`src/ref_train_pkg.sv`:
```
/*
 * Constants for the reference level training controller: command codes,
 * mode register field positions and timing counts.
 * Assumes a 200 MHz controller clock and one command slot per clock.
 */
package ref_train_pkg;
	// Command encodings on the controller's command port
	typedef enum logic [3:0] {
		CMD_DES, CMD_ACT, CMD_WR, CMD_WRA, CMD_RD, CMD_RDA, CMD_PRE, CMD_MRS
	} cmd_t;
	// Training register field layout
	localparam int          ENABLE_BIT   = 7;
	localparam int          RANGE_BIT    = 6;
	localparam logic [2:0]  TRAIN_REG    = 3'h6;  // Mode register index
	localparam logic [5:0]  CODE_MAX     = 6'h32; // Highest legal level code
	localparam logic [6:0]  SETTING_RST  = 7'h00; // Stored setting after reset
	// Times in ns and derived cycle counts at 5 ns period
	localparam int CLK_PERIOD_NS   = 5;
	localparam int ENTRY_DELAY_NS  = 150;  // Training entry delay
	localparam int EXIT_DELAY_NS   = 150;  // Training exit delay
	localparam int SETTLE_SHORT_NS = 150;  // Settling, small step
	localparam int SETTLE_LONG_NS  = 250;  // Settling, large step
	localparam int SHORT_STEP_MAX  = 4;    // Step size still counted short
	localparam int ENTRY_CYC  = (ENTRY_DELAY_NS + CLK_PERIOD_NS - 1) / CLK_PERIOD_NS;
	localparam int EXIT_CYC   = (EXIT_DELAY_NS + CLK_PERIOD_NS - 1) / CLK_PERIOD_NS;
	localparam int SHORT_CYC  = (SETTLE_SHORT_NS + CLK_PERIOD_NS - 1) / CLK_PERIOD_NS;
	localparam int LONG_CYC   = (SETTLE_LONG_NS + CLK_PERIOD_NS - 1) / CLK_PERIOD_NS;
	localparam int CNT_W      = 8;
endpackage : ref_train_pkg

```
`src/ref_train_ctrl.sv`:
```
/*
 * Controller side of reference level training: takes user orders to enter,
 * step the level, issue data commands and exit, and emits legal command
 * slots toward the memory device with the required waits.
 * Assumes the device command path accepts one command per clock.
 */
`timescale 1ns/1ps
// Contract
// - Level undefined until programmed; controller programs it.
// - Entry sets enable and range; code ignored.
// - Wait entry delay before training commands.
// - Only data, precharge, deselect, training writes allowed. Code also accepts activate (CMD_ACT) in training.
// - Dummy writes allowed before first level.
// - Updates keep enable and entry range.
// - Wait settling time after each update.
// - Per-device mode: only mode register writes.
// - Exit only with all banks precharged.
// - Only deselects during exit delay.
// - Range changes only at entry.
// - Final update then enable-clear exit.
// - Settle last step before exit.
// - Retrain on temperature drift.
// - Per-device mode: qualifying bit low executes.
module ref_train_ctrl (
	input  wire logic                  clk,          // 200 MHz clock
	input  wire logic                  rst,          // Synchronous reset, high
	input  wire logic                  reqValid,     // User order valid
	output logic                       reqReady,     // Order taken this cycle
	input  wire ref_train_pkg::cmd_t   reqCmd,       // Data command, or MRS
	input  wire logic                  reqEnter,     // MRS order: enter training
	input  wire logic                  reqExit,      // MRS order: exit training
	input  wire logic                  reqRange,     // Range for entry
	input  wire logic [5:0]            reqCode,      // Level code for update
	input  wire logic                  banksIdle,    // All banks precharged
	input  wire logic                  perDevice,    // Per-device addressing on
	input  wire logic                  tempDrift,    // Temperature drift, async
	output ref_train_pkg::cmd_t        cmdOut,       // Command to device
	output logic [2:0]                 cmdReg,       // Mode register index
	output logic [7:0]                 cmdData,      // Mode register data
	output logic                       qualBit,      // Qualifying data bit
	output logic                       training,     // Training mode active
	output logic                       levelValid,   // Level programmed, settled
	output logic                       retrainNeed,  // Retraining advised
	output logic                       reqIllegal    // Last order refused
);
	typedef enum logic [1:0] {IDLE, ENTRY_WAIT, TRAIN, EXIT_WAIT} state_t;
	state_t                          state_q;      // Sequence state
	logic [ref_train_pkg::CNT_W-1:0] waitCnt_q;    // Delay counter
	logic                            range_q;      // Entry range
	logic [5:0]                      code_q;       // Last programmed code
	logic                            updated_q;    // An update since entry
	logic                            everSet_q;    // Level ever programmed
	logic [1:0]                      driftSync_q;  // Drift synchroniser
	logic                            isData;       // Order is a data command
	logic                            legal;        // Order legal now
	logic                            bigStep;      // Step exceeds short range
	logic [5:0]                      stepSize;     // Magnitude of level change

	// Classify order and check legality
	always_comb begin
		isData   = reqCmd != ref_train_pkg::CMD_MRS;
		stepSize = (reqCode > code_q) ? reqCode - code_q : code_q - reqCode;
		bigStep  = 32'(stepSize) > ref_train_pkg::SHORT_STEP_MAX;
		legal    = 1'b0;
		unique case (state_q)
			IDLE:       legal = !isData ? (reqEnter && banksIdle) : 1'b0;
			ENTRY_WAIT: legal = 1'b0;
			EXIT_WAIT:  legal = 1'b0;
			TRAIN: begin
				if (isData)
					legal = !perDevice && waitCnt_q == '0;
				else if (reqExit)
					legal = banksIdle && updated_q && waitCnt_q == '0;
				else
					legal = !reqEnter && reqCode <= ref_train_pkg::CODE_MAX
						&& waitCnt_q == '0;
			end
		endcase
	end
	assign reqReady = reqValid && legal;

	// Sequence and delay counting
	always_ff @(posedge clk) begin
		if (rst) begin
			state_q   <= IDLE;
			waitCnt_q <= '0;
		end else if (reqReady && !isData && state_q == IDLE) begin
			state_q   <= ENTRY_WAIT;
			waitCnt_q <= ref_train_pkg::CNT_W'(ref_train_pkg::ENTRY_CYC - 1);
		end else if (reqReady && !isData && reqExit) begin
			state_q   <= EXIT_WAIT;
			waitCnt_q <= ref_train_pkg::CNT_W'(ref_train_pkg::EXIT_CYC - 1);
		end else if (reqReady && !isData) begin
			waitCnt_q <= bigStep ? ref_train_pkg::CNT_W'(ref_train_pkg::LONG_CYC - 1)
				: ref_train_pkg::CNT_W'(ref_train_pkg::SHORT_CYC - 1);
		end else if (waitCnt_q != '0) begin
			waitCnt_q <= waitCnt_q - 1'b1;
		end else if (state_q == ENTRY_WAIT) begin
			state_q <= TRAIN;
		end else if (state_q == EXIT_WAIT) begin
			state_q <= IDLE;
		end
	end

	// Remembered range and level
	always_ff @(posedge clk) begin
		if (rst) begin
			range_q   <= ref_train_pkg::SETTING_RST[ref_train_pkg::RANGE_BIT];
			code_q    <= ref_train_pkg::SETTING_RST[5:0];
			updated_q <= 1'b0;
			everSet_q <= 1'b0;
		end else if (reqReady && !isData) begin
			if (state_q == IDLE) begin
				range_q   <= reqRange;
				updated_q <= 1'b0;
			end else if (!reqExit) begin
				code_q    <= reqCode;
				updated_q <= 1'b1;
				everSet_q <= 1'b1;
			end
		end
	end

	// Command slot toward device, registered
	always_ff @(posedge clk) begin
		if (rst) begin
			cmdOut  <= ref_train_pkg::CMD_DES;
			cmdReg  <= 3'h0;
			cmdData <= 8'h00;
			qualBit <= 1'b1;
		end else if (reqReady) begin
			cmdOut  <= reqCmd;
			cmdReg  <= isData ? 3'h0 : ref_train_pkg::TRAIN_REG;
			qualBit <= 1'b0;
			if (isData)
				cmdData <= 8'h00;
			else if (state_q == IDLE)
				cmdData <= {1'b1, reqRange, 6'h00};
			else if (reqExit)
				cmdData <= {1'b0, range_q, code_q};
			else
				cmdData <= {1'b1, range_q, reqCode};
		end else begin
			cmdOut  <= ref_train_pkg::CMD_DES;
			qualBit <= 1'b1;
		end
	end

	// Status outputs and drift synchroniser
	always_ff @(posedge clk) begin
		if (rst) begin
			training    <= 1'b0;
			levelValid  <= 1'b0;
			retrainNeed <= 1'b0;
			reqIllegal  <= 1'b0;
			driftSync_q <= 2'b00;
		end else begin
			driftSync_q <= {driftSync_q[0], tempDrift};
			training    <= state_q == ENTRY_WAIT || state_q == TRAIN;
			levelValid  <= everSet_q && state_q == IDLE;
			retrainNeed <= driftSync_q[1];
			if (reqValid)
				reqIllegal <= !legal;
		end
	end

	property p_noCmdInEntry;
		@(posedge clk) disable iff (rst)
		state_q == ENTRY_WAIT |-> !reqReady;
	endproperty
	a_noCmdInEntry: assert property (p_noCmdInEntry)
		else $error("Command taken during entry delay");

	property p_desAfterExit;
		@(posedge clk) disable iff (rst)
		// Exit command itself stands one cycle, then deselects follow
		(reqReady && !isData && reqExit && state_q == TRAIN)
			|=> ##1 (cmdOut == ref_train_pkg::CMD_DES) [*8];
	endproperty
	a_desAfterExit: assert property (p_desAfterExit)
		else $error("Non-deselect during exit delay");

	property p_exitIdle;
		@(posedge clk) disable iff (rst)
		(reqReady && !isData && reqExit) |-> banksIdle;
	endproperty
	a_exitIdle: assert property (p_exitIdle)
		else $error("Exit issued with banks open");

	property p_rangeKept;
		@(posedge clk) disable iff (rst)
		(reqReady && !isData && state_q == TRAIN) |=> cmdData[6] == range_q;
	endproperty
	a_rangeKept: assert property (p_rangeKept)
		else $error("Range changed during training");

	property p_codeLegal;
		@(posedge clk) disable iff (rst)
		(reqReady && !isData && state_q == TRAIN && !reqExit)
			|=> cmdData[5:0] <= ref_train_pkg::CODE_MAX;
	endproperty
	a_codeLegal: assert property (p_codeLegal)
		else $error("Reserved level code issued");

	property p_pdaOnlyMrs;
		@(posedge clk) disable iff (rst)
		(reqReady && perDevice && state_q == TRAIN) |-> !isData;
	endproperty
	a_pdaOnlyMrs: assert property (p_pdaOnlyMrs)
		else $error("Data command in per-device mode");

	property p_settle;
		@(posedge clk) disable iff (rst)
		(reqReady && !isData && state_q == TRAIN && !reqExit) |=> !reqReady [*8];
	endproperty
	a_settle: assert property (p_settle)
		else $error("Command before settling");

	property p_entryEnable;
		@(posedge clk) disable iff (rst)
		(reqReady && state_q == IDLE) |=> cmdData[7] && cmdData[5:0] == 6'h00;
	endproperty
	a_entryEnable: assert property (p_entryEnable)
		else $error("Entry command malformed");

	property p_qualLow;
		@(posedge clk) disable iff (rst)
		reqReady |=> !qualBit;
	endproperty
	a_qualLow: assert property (p_qualLow)
		else $error("Qualifying bit high on issued command");
endmodule : ref_train_ctrl

```
`config.mk`:
```
export PLATFORM = sky130hd
export DESIGN_NAME = ref_train_ctrl
export DESIGN_NICKNAME = d
export VERILOG_FILES = /design/src/ref_train_pkg.sv /design/src/ref_train_ctrl.sv
export SDC_FILE = /design/constraint.sdc
export NUM_CORES = 1
export LEC_CHECK = 0
export BUFFER_PORTS_ARGS = -buffer_cell sky130_fd_sc_hd__buf_2
export CORE_UTILIZATION = 35
export DETAILED_ROUTE_END_ITERATION = 10
export PLACE_DENSITY = 0.64
export SETUP_SLACK_MARGIN = 0.1
export SLEW_MARGIN = 10
export SYNTH_ARGS = -nofsm -noshare
export SYNTH_HDL_FRONTEND = slang
export SYNTH_SLANG_ARGS = --single-unit
```
`constraint.sdc`:
```
create_clock -name clk -period 3.08 [get_ports clk]
set_input_delay 0.308 -clock clk [delete_from_list [all_inputs] [get_ports clk]]
set_output_delay 0.308 -clock clk [all_outputs]
set_load 0.005 [all_outputs]
```
Word level (Yosys, flattened, before mapping)
Index checks and enable logic that the tools add are counted.
W data, S select, Z words.
{ "classes": {"n_eq_ne": 9, "order_cmp": 3, "n_bitwise": 3, "mux": 23, "addsub": 3, "reduce_logical": 32} }
{ "op_table": {"columns": ["op", "count"], "rows": [
  ["$mux W8", 5],
  ["$mux W6", 2],
  ["$sub A6 B6 Y6", 2],
  ["$logic_and A1 B1 Y1", 11],
  ["$mux W2", 5],
  ["$mux W5", 2],
  ["$reduce_and A3 Y1", 3],
  ["$logic_not A8 Y1", 1],
  ["$reduce_bool A4 Y1", 2],
  ["$reduce_bool A8 Y1", 1],
  ["$sub A8 B1 Y8 const B", 1],
  ["$mux W1", 7],
  ["$gt A6 B3 Y1 const B", 1],
  ["$gt A6 B6 Y1", 1],
  ["$le A6 B6 Y1 const B", 1],
  ["$reduce_or A2 Y1", 3],
  ["$eq A2 B2 Y1 const B", 2],
  ["$logic_not A1 Y1", 4],
  ["$ne A2 B1 Y1 const B", 2],
  ["$ne A4 B3 Y1 const B", 1],
  ["$reduce_and A2 Y1", 2],
  ["$mux W3", 1],
  ["$ne A3 B1 Y1 const B", 1],
  ["$ne A3 B3 Y1 const B", 1],
  ["other kinds (9)", 11]
]} }
{ "word_totals": {"ff_bits": 41, "input_bits": 19, "out_inout_bits": 21, "elab_cells": 90} }

Depth between registers and ports, before layout
Gate-level depths: netlist of the first run.
{ "logic_depth": {"ltp_word": 11, "mapped_depth": 10} }

Worst setup path after synthesis of the first run
OpenSTA, ideal clock, no wires.
{ "synth_timing": {"path_type": "register to register", "from": "reg waitCnt_q[0] (netlist bit)", "to": "reg code_q[0]", "setup_ps": 128, "slack_ps": 524, "arrival_time_ps": 2428, "synth_period_minus_slack_ps": 2556, "path_stages_with_launch": 10, "t_required_ps": 2952, "path_buffers": 0, "path_cell_list": "dfxtp_1 -> inv_1 -> ha_1 -> or4b_4 -> nor4_4 -> nand4b_1 -> or2_4 -> nor4_4 -> mux2i_1 -> nor2_1"} }
{ "synth_via": {"elab_chain_len": 8, "word_cells_on_any_way": 10} }
{ "synth_lines": {"columns": ["item", "line_no", "text"], "rows": [
  ["start: declaration", "ref_train_ctrl.sv:48", "logic [ref_train_pkg::CNT_W-1:0] waitCnt_q;"],
  ["start signal: assignment", "ref_train_ctrl.sv:89", "waitCnt_q <= ref_train_pkg::CNT_W'(ref_train_pkg::ENTRY_CYC - 1);"],
  ["start signal: assignment", "ref_train_ctrl.sv:92", "waitCnt_q <= ref_train_pkg::CNT_W'(ref_train_pkg::EXIT_CYC - 1);"],
  ["start signal: assignment", "ref_train_ctrl.sv:94", "waitCnt_q <= bigStep ? ref_train_pkg::CNT_W'(ref_train_pkg::LONG_CYC - 1)"],
  ["$logic_not A8 Y1 *", "ref_train_ctrl.sv:71, ref_train_ctrl.sv:73, ref_train_ctrl.sv:76", null],
  ["$logic_and A1 B1 Y1 (on tied branches)", "ref_train_ctrl.sv:76, ref_train_ctrl.sv:73", null],
  ["$mux W1", "ref_train_ctrl.sv:72", "else if (reqExit)"],
  ["$mux W1 *", "ref_train_ctrl.sv:70", "if (isData)"],
  ["$pmux W1 S3 *", "ref_train_ctrl.sv:65", "unique case (state_q)"],
  ["$logic_and A1 B1 Y1 *", "ref_train_ctrl.sv:80", "assign reqReady = reqValid && legal;"],
  ["$logic_and A1 B1 Y1 *", "ref_train_ctrl.sv:112", "end else if (reqReady && !isData) begin"],
  ["$reduce_and A3 Y1 (no source line) *", null, null],
  ["end signal: assignment", "ref_train_ctrl.sv:109", "code_q <= ref_train_pkg::SETTING_RST[5:0];"],
  ["end signal: assignment", "ref_train_ctrl.sv:117", "code_q <= reqCode;"],
  ["end: declaration", "ref_train_ctrl.sv:50", "logic [5:0] code_q;"]
]} }
Mark *: on every way between the ends. The rest lies on a longest branch, timed or not.
A chain may end at the register's enable or synchronous reset.

Worst setup path after layout of the first run
{ "layout_timing": {"from": "reg waitCnt_q[0] (netlist bit)", "to": "out reqReady"} }
{ "layout_via": {"elab_chain_len": 6, "word_cells_on_any_way": 8} }
{ "layout_lines": {"columns": ["item", "line_no", "text"], "rows": [
  ["$logic_not A8 Y1 *", "ref_train_ctrl.sv:71, ref_train_ctrl.sv:73, ref_train_ctrl.sv:76", null],
  ["$logic_and A1 B1 Y1 (on tied branches)", "ref_train_ctrl.sv:76, ref_train_ctrl.sv:73", null],
  ["$mux W1", "ref_train_ctrl.sv:72", null],
  ["$mux W1 *", "ref_train_ctrl.sv:70", null],
  ["$pmux W1 S3 *", "ref_train_ctrl.sv:65", null],
  ["$logic_and A1 B1 Y1 *", "ref_train_ctrl.sv:80", null],
  ["end: declaration", "ref_train_ctrl.sv:28", "output logic reqReady,"]
]} }
Marked as above.

==> reports/qor.txt, run 1 <==
Crit Path Class = register to output pin
share of layout cells above drive strength 1 = 19.2%
Area Growth Syn to Fin = 15.2%
post-synthesis mux area share = 4.06%
Netlist cell types = 48
IO Pins = 40
number of diodes = 0
syn avg cell area = 8.37 sq um
final setup skew = 0.00681 ns
most frequent cells in the layout = dfxtp_1 (39), buf_2 (38), nor2_1 (31)
clk_lat worst skew = 0.29 ns
Startpoint Class = register
die area = 6760 sq um
Synth Area in Adders = 10.7%
min-delay worst type = input port to register
CP dominant cell by count = inv_1
Final period util = 90.0%
DR DRC count = 0
Initial Util = 37.1%
die width = 82.2 um
Worst Min Path Start = tempDrift
Worst slew margin = 60.5%
vias in the first global route = 1789
DR iter-0 viols = 130
GRT overflow = 0
Clock Pin Slew Worst Setup and Hold Paths = 0.07 ns
Detailed Place HPWL = 4.02 mm
Mapped Area = 2250 sq um
vias = 1968
Power per Cell Area = 523 nW/um^2
initial antenna violation count = 0
PortBufs = 38
setup bufs post-CTS = 0
DR vias/cell = 5.15
Synth Warn # = 0
gpl congestion = 0.862
Post-Synth Simple-Gate Area = 22.2%
outcome = completed
CTS Sinks = 39
P_leak = 1.08 nW
Fillers = 640
pin count of the biggest net entering global routing = 29
Worst path top cell family by delay = simple AND/OR/NAND/NOR gates
CP startpoint = waitCnt_q[0]$_SDFFE_PP0P_
Worst path max stage delay = 0.52 ns
Max Fclk = 0.361 GHz
final setup margin = 0.309 ns
cts bufs inserted = 5
Hold Buf Count CTS = 0
CTS tree = built
root buf cell = clkbuf_8
Bufs on Longest Clock Path = 2
Cells after DPL = 374
final net count = 343
CP cell instances = inv_1 > ha_1 > or4b_4 > nor4_4 > nand4b_1 > o22ai_1 > nand2_1 > inv_1 > buf_2
number of synthesized flops with an enable pin = 0
largest family of logic cells by synthesized area = simple AND/OR/NAND/NOR gates
first-pass GRT wire length = 8.60 mm
WL/cell = 13.6 um
post-synthesis xor/xnor area fraction = 2.33%
Worst IR Drop VDD = 311 uV
Die Height = 82.2 um
final setup fails = 0
WP data required = 2.77 ns
Seq/Total Area, Yosys = 34.7%
fin cells = 382
setup TNS = 0 ns
asr flop ratio synth = 0%
CP Max Fanout = 6
pre-CTS setup slack = 0.284 ns
#FFs+latches synth = 39
Bufs and invs on worst path = 3
RSZ-0062 raised after global routing = false
Syn Inst Count = 269
Final ANT Viol Nets = 0
max-cap viol count = 0
Slowest cell on crit path = or4b_4
Core Box Area = 6060 sq um
ys flop type = dfxtp_1
syn nets = 306
commonest non-fill, non-tap cell in the layout = dfxtp_1
Slew Limit Fails = 0
fin crit period = 2.77 ns
Final Hold Viols = 0
Arr. time, crit path = 2.46 ns
compound-gate portion of the synthesized area = 20.0%
# rows = 28
Least-Margin Pin Slew = 0.587 ns
drt pass-1 iters = 5
gr usage total = 16.7%
worst r2r src = waitCnt_q[0]$_SDFFE_PP0P_
CP endpoint kind = output pin
CTS H-Tree Depth = 2
Total Wirelength = 5.19 mm
Resize count post-CTS = 0
-- per-layer routing --
metal | vias up | routed length [um] | part of all wire (%) | GRT usage (%)
li1 | 1017 | - | - | -
met3 | 5 | 226 | 4.4 | 3.30
met5 | - | 0 | 0 | 0
met2 | 45 | 2250 | 43 | 25.3
met1 | 901 | 2670 | 52 | 23.9
met4 | 0 | 42 | 0.81 | 4.21
-- cell families (layout without fill, tap and decap cells) --
kind of cell,after synthesis,in the layout
other cells,1,1
mux,9,9
buf+inv,30,68
xor+xnor,6,6
simple gates,95,95
fa+ha+maj,18,18
flops,39,39
compound gates,71,71
-- area by class of cell --
type                            instances  area [sq um]  share of cell area, %
Multi-Input combinational cell        200          1340                   51.6
Sequential cell                        39           781                   30.1
Timing Repair Buffer                   40           205                   7.91
Clock buffer                            8           100                   3.86
Tap cell                               75          93.8                   3.62
Inverter                               20          75.1                   2.89
-- registers in the layout (all words and copies together) (netlist names) --
register / cells
range_q: 1
driftSync_q: 2
code_q: 6
cmdData: 8
cmdOut: 4
state_q: 2
qualBit: 1
retrainNeed: 1
waitCnt_q: 8
reqIllegal: 1
everSet_q: 1
levelValid: 1
updated_q: 1
training: 1
cmdReg: 1
-- worst paths after layout --
path | end | slack, ns | cells past startpoint
max reg2reg | code_q[1]$_SDFFE_PP0P_ | 0.33 | 9
max | reqReady | 0.31 | 9
min reg2reg | driftSync_q[1]$_SDFF_PP0_ | 0.44 | 1
min | driftSync_q[0]$_SDFF_PP0_ | 0.23 | 2
-- power breakdown --
| part | leakage, nW | internal, mW | total, mW | switching, mW |
|---|---|---|---|---|
| sequential | 0.317 | 0.548 | 0.598 | 0.0499 |
| combinational | 0.712 | 0.170 | 0.379 | 0.209 |
| clock | 0.0515 | 0.204 | 0.379 | 0.174 |
-- per-stage QoR --
stage / total power, mW / hold slack, ns / cell area [sq um] / util, %
6_report: 1.36 / 0.226 / 2590 / 42.8
5_1_grt: 1.45 / 0.230 / 2590 / 42.8
4_1_cts: 1.36 / 0.221 / 2590 / 42.8
3_5_place_dp: 0.985 / 0.424 / 2490 / 41.1
3_3_place_gp: 0.977 / 0.416 / 2490 / 41.1
2_1_floorplan: 0.888 / 0.410 / 2250 / -
-- Yosys cell counts (3+ instances only) --
| master | count | area, sq um |
|---|---|---|
| clkbuf_1 | 5 | 18.8 |
| a22oi_1 | 7 | 52.6 |
| o21a_1 | 4 | 30.0 |
| and2_1 | 5 | 31.3 |
| nor2b_1 | 5 | 31.3 |
| a311oi_1 | 3 | 26.3 |
| or2_2 | 4 | 25.0 |
| nor3_1 | 6 | 30.0 |
| dfxtp_1 | 39 | 781 |
| nand2_1 | 20 | 75.1 |
| nor2_1 | 31 | 116 |
| nand3_1 | 7 | 35.0 |
| o21ai_0 | 15 | 75.1 |
| a21oi_1 | 20 | 100 |
| o22ai_1 | 5 | 31.3 |
| xnor2_1 | 4 | 35.0 |
| nand2b_1 | 4 | 25.0 |
| ha_1 | 16 | 200 |
| mux2i_1 | 8 | 80.1 |
| a211oi_1 | 4 | 30.0 |
| inv_1 | 20 | 75.1 |
-- worst reg2reg max path, stage by stage, from the launching register on --
cell and delay (ns):
dfxtp_1 0.33, inv_1 0.09, ha_1 0.21, or4b_4 0.52, nor4_4 0.19, nand4b_1 0.17
or2_4 0.28, nor4_4 0.52, mux2i_1 0.27, nor2_1 0.05
Power figures use the tool's default switching activity.
==> run 2: changes to the inputs <==
- ABC_AREA: not set -> 0
- CORE_UTILIZATION: 35 -> 50
- PLACE_DENSITY: 0.64 -> 0.83
==> reports/qor.txt, run 2 (synthesis results as in run 1) <==
setup TNS = 0 ns (unchanged)
# rows = 24 (-14%)
final net count = 343 (unchanged)
WL/cell = 14.0 um (+2.8%)
Core Box Area = 4350 sq um (-28%)
final setup margin = 0.295 ns (-0.0142 ns)
initial antenna violation count = 0 (unchanged)
Least-Margin Pin Slew = 0.636 ns (+0.0481 ns)
die area = 4770 sq um (-29%)
Initial Util = 51.7% (+15 points)
number of diodes = 0 (unchanged)
cell count of the worst reg-to-reg path = 9 (unchanged)
Max Fclk = 0.359 GHz (-0.51%)
CP cell instances = inv_1 > ha_1 > or4b_4 > nor4_4 > nand4b_1 > or2_4 > nor4_4 > mux2i_1 > nor2_1
Crit Path Class = register to register
RSZ-0062 raised after global routing = false
Fillers = 410 (-36%)
Total Wirelength = 5.01 mm (-3.4%)
Clock Pin Slew Worst Setup and Hold Paths = 0.07 ns (about the same)
Hold Buf Count CTS = 0 (unchanged)
Crit. path cell count = 9 (unchanged)
Placed Area = 2460 sq um (-1.2%)
Worst slew margin = 57.3% (-3.2 points)
Detailed Place HPWL = 3.83 mm (-4.8%)
cts bufs inserted = 5 (unchanged)
fin crit period = 2.78 ns (+0.0142 ns)
CP Max Fanout = 7 (+1)
Resize count post-CTS = 0 (unchanged)
Final Hold Viols = 0 (unchanged)
Final period util = 90.4% (+0.46 points)
Worst IR Drop VDD = 328 uV (+5.5%)
Startpoint Class = register
max-cap viol count = 0 (unchanged)
Worst path max stage delay = 0.56 ns (+0.04 ns)
Bufs and invs on worst path = 1 (-2)
IO Pins = 40 (unchanged)
Final ANT Viol Nets = 0 (unchanged)
final setup skew = 0.00548 ns (-0.00133 ns)
CP endpoint kind = register
DR DRC count = 0 (unchanged)
Arr. time, crit path = 2.95 ns (+0.49 ns)
CTS H-Tree Depth = 2 (unchanged)
Slowest cell on crit path = nor4_4
fin cells = 359 (-6.0%)
share of layout cells above drive strength 1 = 19.2% (unchanged)
GRT overflow = 0 (unchanged)
CTS Sinks = 39 (unchanged)
most frequent cells in the layout = dfxtp_1 (39), buf_2 (38), nor2_1 (31)
min-delay worst type = input port to register
largest registers = cmdData: 8 flops, waitCnt_q: 8 flops, code_q: 6 flops
Cells after DPL = 351 (-6.1%)
Overall Power = 1.35 mW (-0.48%)
Bufs on Longest Clock Path = 2 (unchanged)
first-pass GRT wire length = 8.46 mm (-1.6%)
Area Growth Syn to Fin = 14.0%
pre-CTS setup slack = 0.305 ns (+0.0209 ns)
root buf cell = clkbuf_8
area of the multi-input gates = 1340 sq um (unchanged)
final setup fails = 0 (unchanged)
Slew Limit Fails = 0 (unchanged)
Power per Cell Area = 526 nW/um^2 (+0.63%)
vias in the first global route = 1863 (+4.1%)
Reg area = 781 sq um (unchanged)
PortBufs = 38 (unchanged)
gr usage total = 22.0% (+5.3 points)
DR vias/cell = 5.66 (+9.9%)
P_leak = 1.08 nW (unchanged)
WP data required = 3.24 ns (+0.47 ns)
outcome = completed
clk_lat worst skew = 0.29 ns (about the same)
Worst path top cell family by delay = simple AND/OR/NAND/NOR gates
drt pass-1 iters = 5 (unchanged)
setup bufs post-CTS = 0 (unchanged)
gpl congestion = 0.902 (+4.7%)
Die Height = 69.1 um (-16%)
final non-filler cell area = 2560 sq um (-1.1%)
vias = 2033 (+3.3%)
pin count of the biggest net entering global routing = 29 (unchanged)
die width = 69.1 um (-16%)
Hold Path Stages = 2 (unchanged)
commonest non-fill, non-tap cell in the layout = dfxtp_1
DR iter-0 viols = 157 (+21%)
CTS tree = built
CP dominant cell by count = nor4_4
[run 2: path summary, 6_finish.rpt]
path / startpoint / to / slack, ns
max: waitCnt_q[0]$_SDFFE_PP0P_ / code_q[5]$_SDFFE_PP0P_ / 0.30
min reg2reg: driftSync_q[1]$_SDFF_PP0_ / retrainNeed$_SDFF_PP0_ / 0.44
max reg2reg: waitCnt_q[0]$_SDFFE_PP0P_ / code_q[5]$_SDFFE_PP0P_ / 0.30
min: tempDrift / driftSync_q[0]$_SDFF_PP0_ / 0.22
[run 2: where the power goes]
part	leakage (nW)	internal (mW)	switching, mW
Sequential	0.317	0.548	0.0484
Combinational	0.712	0.169	0.208
Clock	0.0515	0.204	0.172
Total	1.08	0.921	0.428
[run 2: final cells by class]
| type | instances | area share, % |
|---|---|---|
| multi-input cells | 200 | 52.2 |
| flip-flops and latches | 39 | 30.4 |
| repair buffers | 40 | 8.00 |
| clock buffers | 8 | 3.90 |
| inverters | 20 | 2.93 |
| well taps | 52 | 2.54 |
[run 2: stage by stage]
stage	hold WS [ns]	utilization [%]
after floorplan	0.410	-
after global placement	0.417	56.6
after detailed placement	0.426	56.6
after CTS	0.219	58.9
after global routing	0.220	58.9
final	0.221	58.9
[run 2: routing by layer]
metal	GRT usage, %	wire, um
met1	29.6	2350
met2	34.1	2230
met3	4.24	331
met4	9.98	95
met5	0	0
==> run 3: changes to the inputs <==
- CORE_MARGIN: not set -> 8
- CORE_UTILIZATION: 50 -> 30
- PLACE_DENSITY: 0.83 -> 0.58
- TNS_END_PERCENT: not set -> 30
==> reports/qor.txt, run 3 (synthesis results as in run 1) <==
cell count of the worst reg-to-reg path = 10 (+1)
final setup fails = 0 (unchanged)
min-delay worst type = input port to register
pre-CTS setup slack = 0.278 ns (-0.0263 ns)
GR peak layer = met2
first-pass GRT wire length = 9.09 mm (+7.5%)
WHS Endpoint = driftSync_q[0]$_SDFF_PP0_
root buf cell = clkbuf_8
Startpoint Class = register
Hold Path Stages = 2 (unchanged)
Comb pwr share = 25.9% (-2.0 points)
# rows = 31 (+29%)
gpl congestion = 0.843 (-6.6%)
die area = 10500 sq um (+120%)
Final ANT Viol Nets = 0 (unchanged)
final net count = 343 (unchanged)
PortBufs = 38 (unchanged)
DR vias/cell = 4.90 (-14%)
final setup skew = 0.00248 ns (-0.00300 ns)
clk_lat worst skew = 0.29 ns (about the same)
drt pass-1 iters = 4 (-1)
Clock Pin Slew Worst Setup and Hold Paths = 0.07 ns (about the same)
Bufs on Longest Clock Path = 2 (unchanged)
Final period util = 93.8% (+3.4 points)
RSZ-0062 raised after global routing = true
WL/cell = 13.3 um (-4.7%)
Int Pwr = 967 uW (+5.0%)
Least-Margin Pin Slew = 0.535 ns (-0.101 ns)
Core Box Area = 7250 sq um (+67%)
share of layout cells above drive strength 1 = 19.5% (+0.33 points)
die width = 103 um (+49%)
WP data required = 2.77 ns (-0.47 ns)
largest registers = cmdData: 8 flops, waitCnt_q: 8 flops, code_q: 6 flops
vias = 1988 (-2.2%)
Worst slew margin = 64.3% (+7.0 points)
setup bufs post-CTS = 0 (unchanged)
commonest non-fill, non-tap cell in the layout = dfxtp_1
Detailed Place HPWL = 4.30 mm (+12%)
FF-to-FF setup slack = 0.30 ns (about the same)
sw frac = 31.3% (-0.47 points)
Hold Buf Count CTS = 0 (unchanged)
pin count of the biggest net entering global routing = 29 (unchanged)
vias in the first global route = 1946 (+4.5%)
grt met1 use = 13.0% (-17 points)
cts bufs inserted = 5 (unchanged)
CTS Sinks = 39 (unchanged)
CP startpoint = waitCnt_q[0]$_SDFFE_PP0P_
worst r2r src = waitCnt_q[0]$_SDFFE_PP0P_
Arr. time, crit path = 2.58 ns (-0.37 ns)
CTS H-Tree Depth = 2 (unchanged)
P_leak = 1.09 nW (+0.96%)
GRT overflow = 0 (unchanged)
DR iter-0 viols = 93 (-41%)
IO Pins = 40 (unchanged)
final setup margin = 0.192 ns (-0.104 ns)
initial antenna violation count = 0 (unchanged)
CTS tree = built
Die Height = 103 um (+49%)
Worst IR Drop VDD = 214 uV (-35%)
Max Fclk = 0.346 GHz (-3.6%)
max-cap viol count = 0 (unchanged)
setup TNS = 0 ns (unchanged)
Power per Cell Area = 531 nW/um^2 (+0.97%)
DR DRC count = 0 (unchanged)
gr usage total = 10.8% (-11 points)
most frequent cells in the layout = dfxtp_1 (39), buf_2 (38), nor2_1 (31)
Clock power frac = 31.5% (+3.6 points)
Resize count post-CTS = 0 (unchanged)
met2 Use GR = 18.2% (-16 points)
Total Wirelength = 5.40 mm (+7.8%)
outcome = completed
fin crit period = 2.89 ns (+0.104 ns)
Initial Util = 31.0% (-21 points)
Worst Min Path Start = tempDrift
CP endpoint kind = output pin
CP Max Fanout = 6 (-1)
r2r endpoint = code_q[0]$_SDFFE_PP0P_
Area Growth Syn to Fin = 17.7%
met3 Usage GRT = 2.70% (-1.5 points)
NetSw = 440 uW (+2.7%)
number of diodes = 0 (unchanged)
Crit Path Class = register to output pin
Final Hold Viols = 0 (unchanged)
Seq pwr share = 42.5% (-1.7 points)
Slew Limit Fails = 0 (unchanged)
run 3: changes by cell type in the layout (fill, tap and decap cells not counted), sizes merged:
cell,delta
clkinv,+1
bufinv,+1
clkbuf,-2
run 3: how the worst max path moves through the flow:
stage                               to  cells past startpoint  slack [ns]
6_report                      reqReady                      9        0.19
2_1_floorplan   code_q[0]$_SDFFE_PP0P_                      9        0.52
4_1_cts                       reqReady                      9        0.17
5_1_grt                       reqReady                      9        0.03
3_5_place_dp   cmdData[2]$_SDFFE_PP0N_                      9        0.28
3_3_place_gp   state_q[1]$_SDFFE_PP0P_                     10        0.30
run 3: layout make-up:
cell class              count  area [sq um]
well taps                  99           124
clock buffers               6          82.6
clock inverters             2          35.0
fillers                   784          4600
flip-flops and latches     39           781
multi-input cells         200          1350
repair buffers             40           205
inverters                  20          75.1
run 3: per-layer routing:
layer / wire (um) / vias up / part of all wire [%]
met4: 72 / 0 / 1.3
met1: 2520 / 932 / 47
met5: 0 / - / 0
li1: - / 1014 / -
met3: 322 / 6 / 6.0
met2: 2490 / 36 / 46
run 3: power groups by stage:
stage               logic (mW)  clock network, mW  registers (mW)
global placement         0.362                  0           0.611
detailed placement       0.364                  0           0.610
floorplan                0.290                  0           0.598
global route             0.416              0.478           0.605
finish                   0.365              0.443           0.599
CTS                      0.365              0.457           0.598
run 3: worst max-delay path, cell delays in order (launching register included):
cell and delay (ns):
dfxtp_1 0.33, inv_1 0.09, ha_1 0.21, or4b_4 0.52, nor4_4 0.31, nand4b_1 0.21, o22ai_1 0.26, nand2_1 0.18
inv_1 0.07, buf_2 0.11
run 3: per-stage QoR:
stage          util (%)  hold slack, ns  instances  instance area, sq um  power, mW
2_1_floorplan         -           0.410        269                  2250      0.888
3_3_place_gp       34.8           0.417        398                  2520      0.973
3_5_place_dp       34.8           0.426        398                  2520      0.974
4_1_cts            36.4           0.214        406                  2640       1.42
5_1_grt            36.5           0.236        406                  2650       1.50
6_report           36.5           0.223        406                  2650       1.41
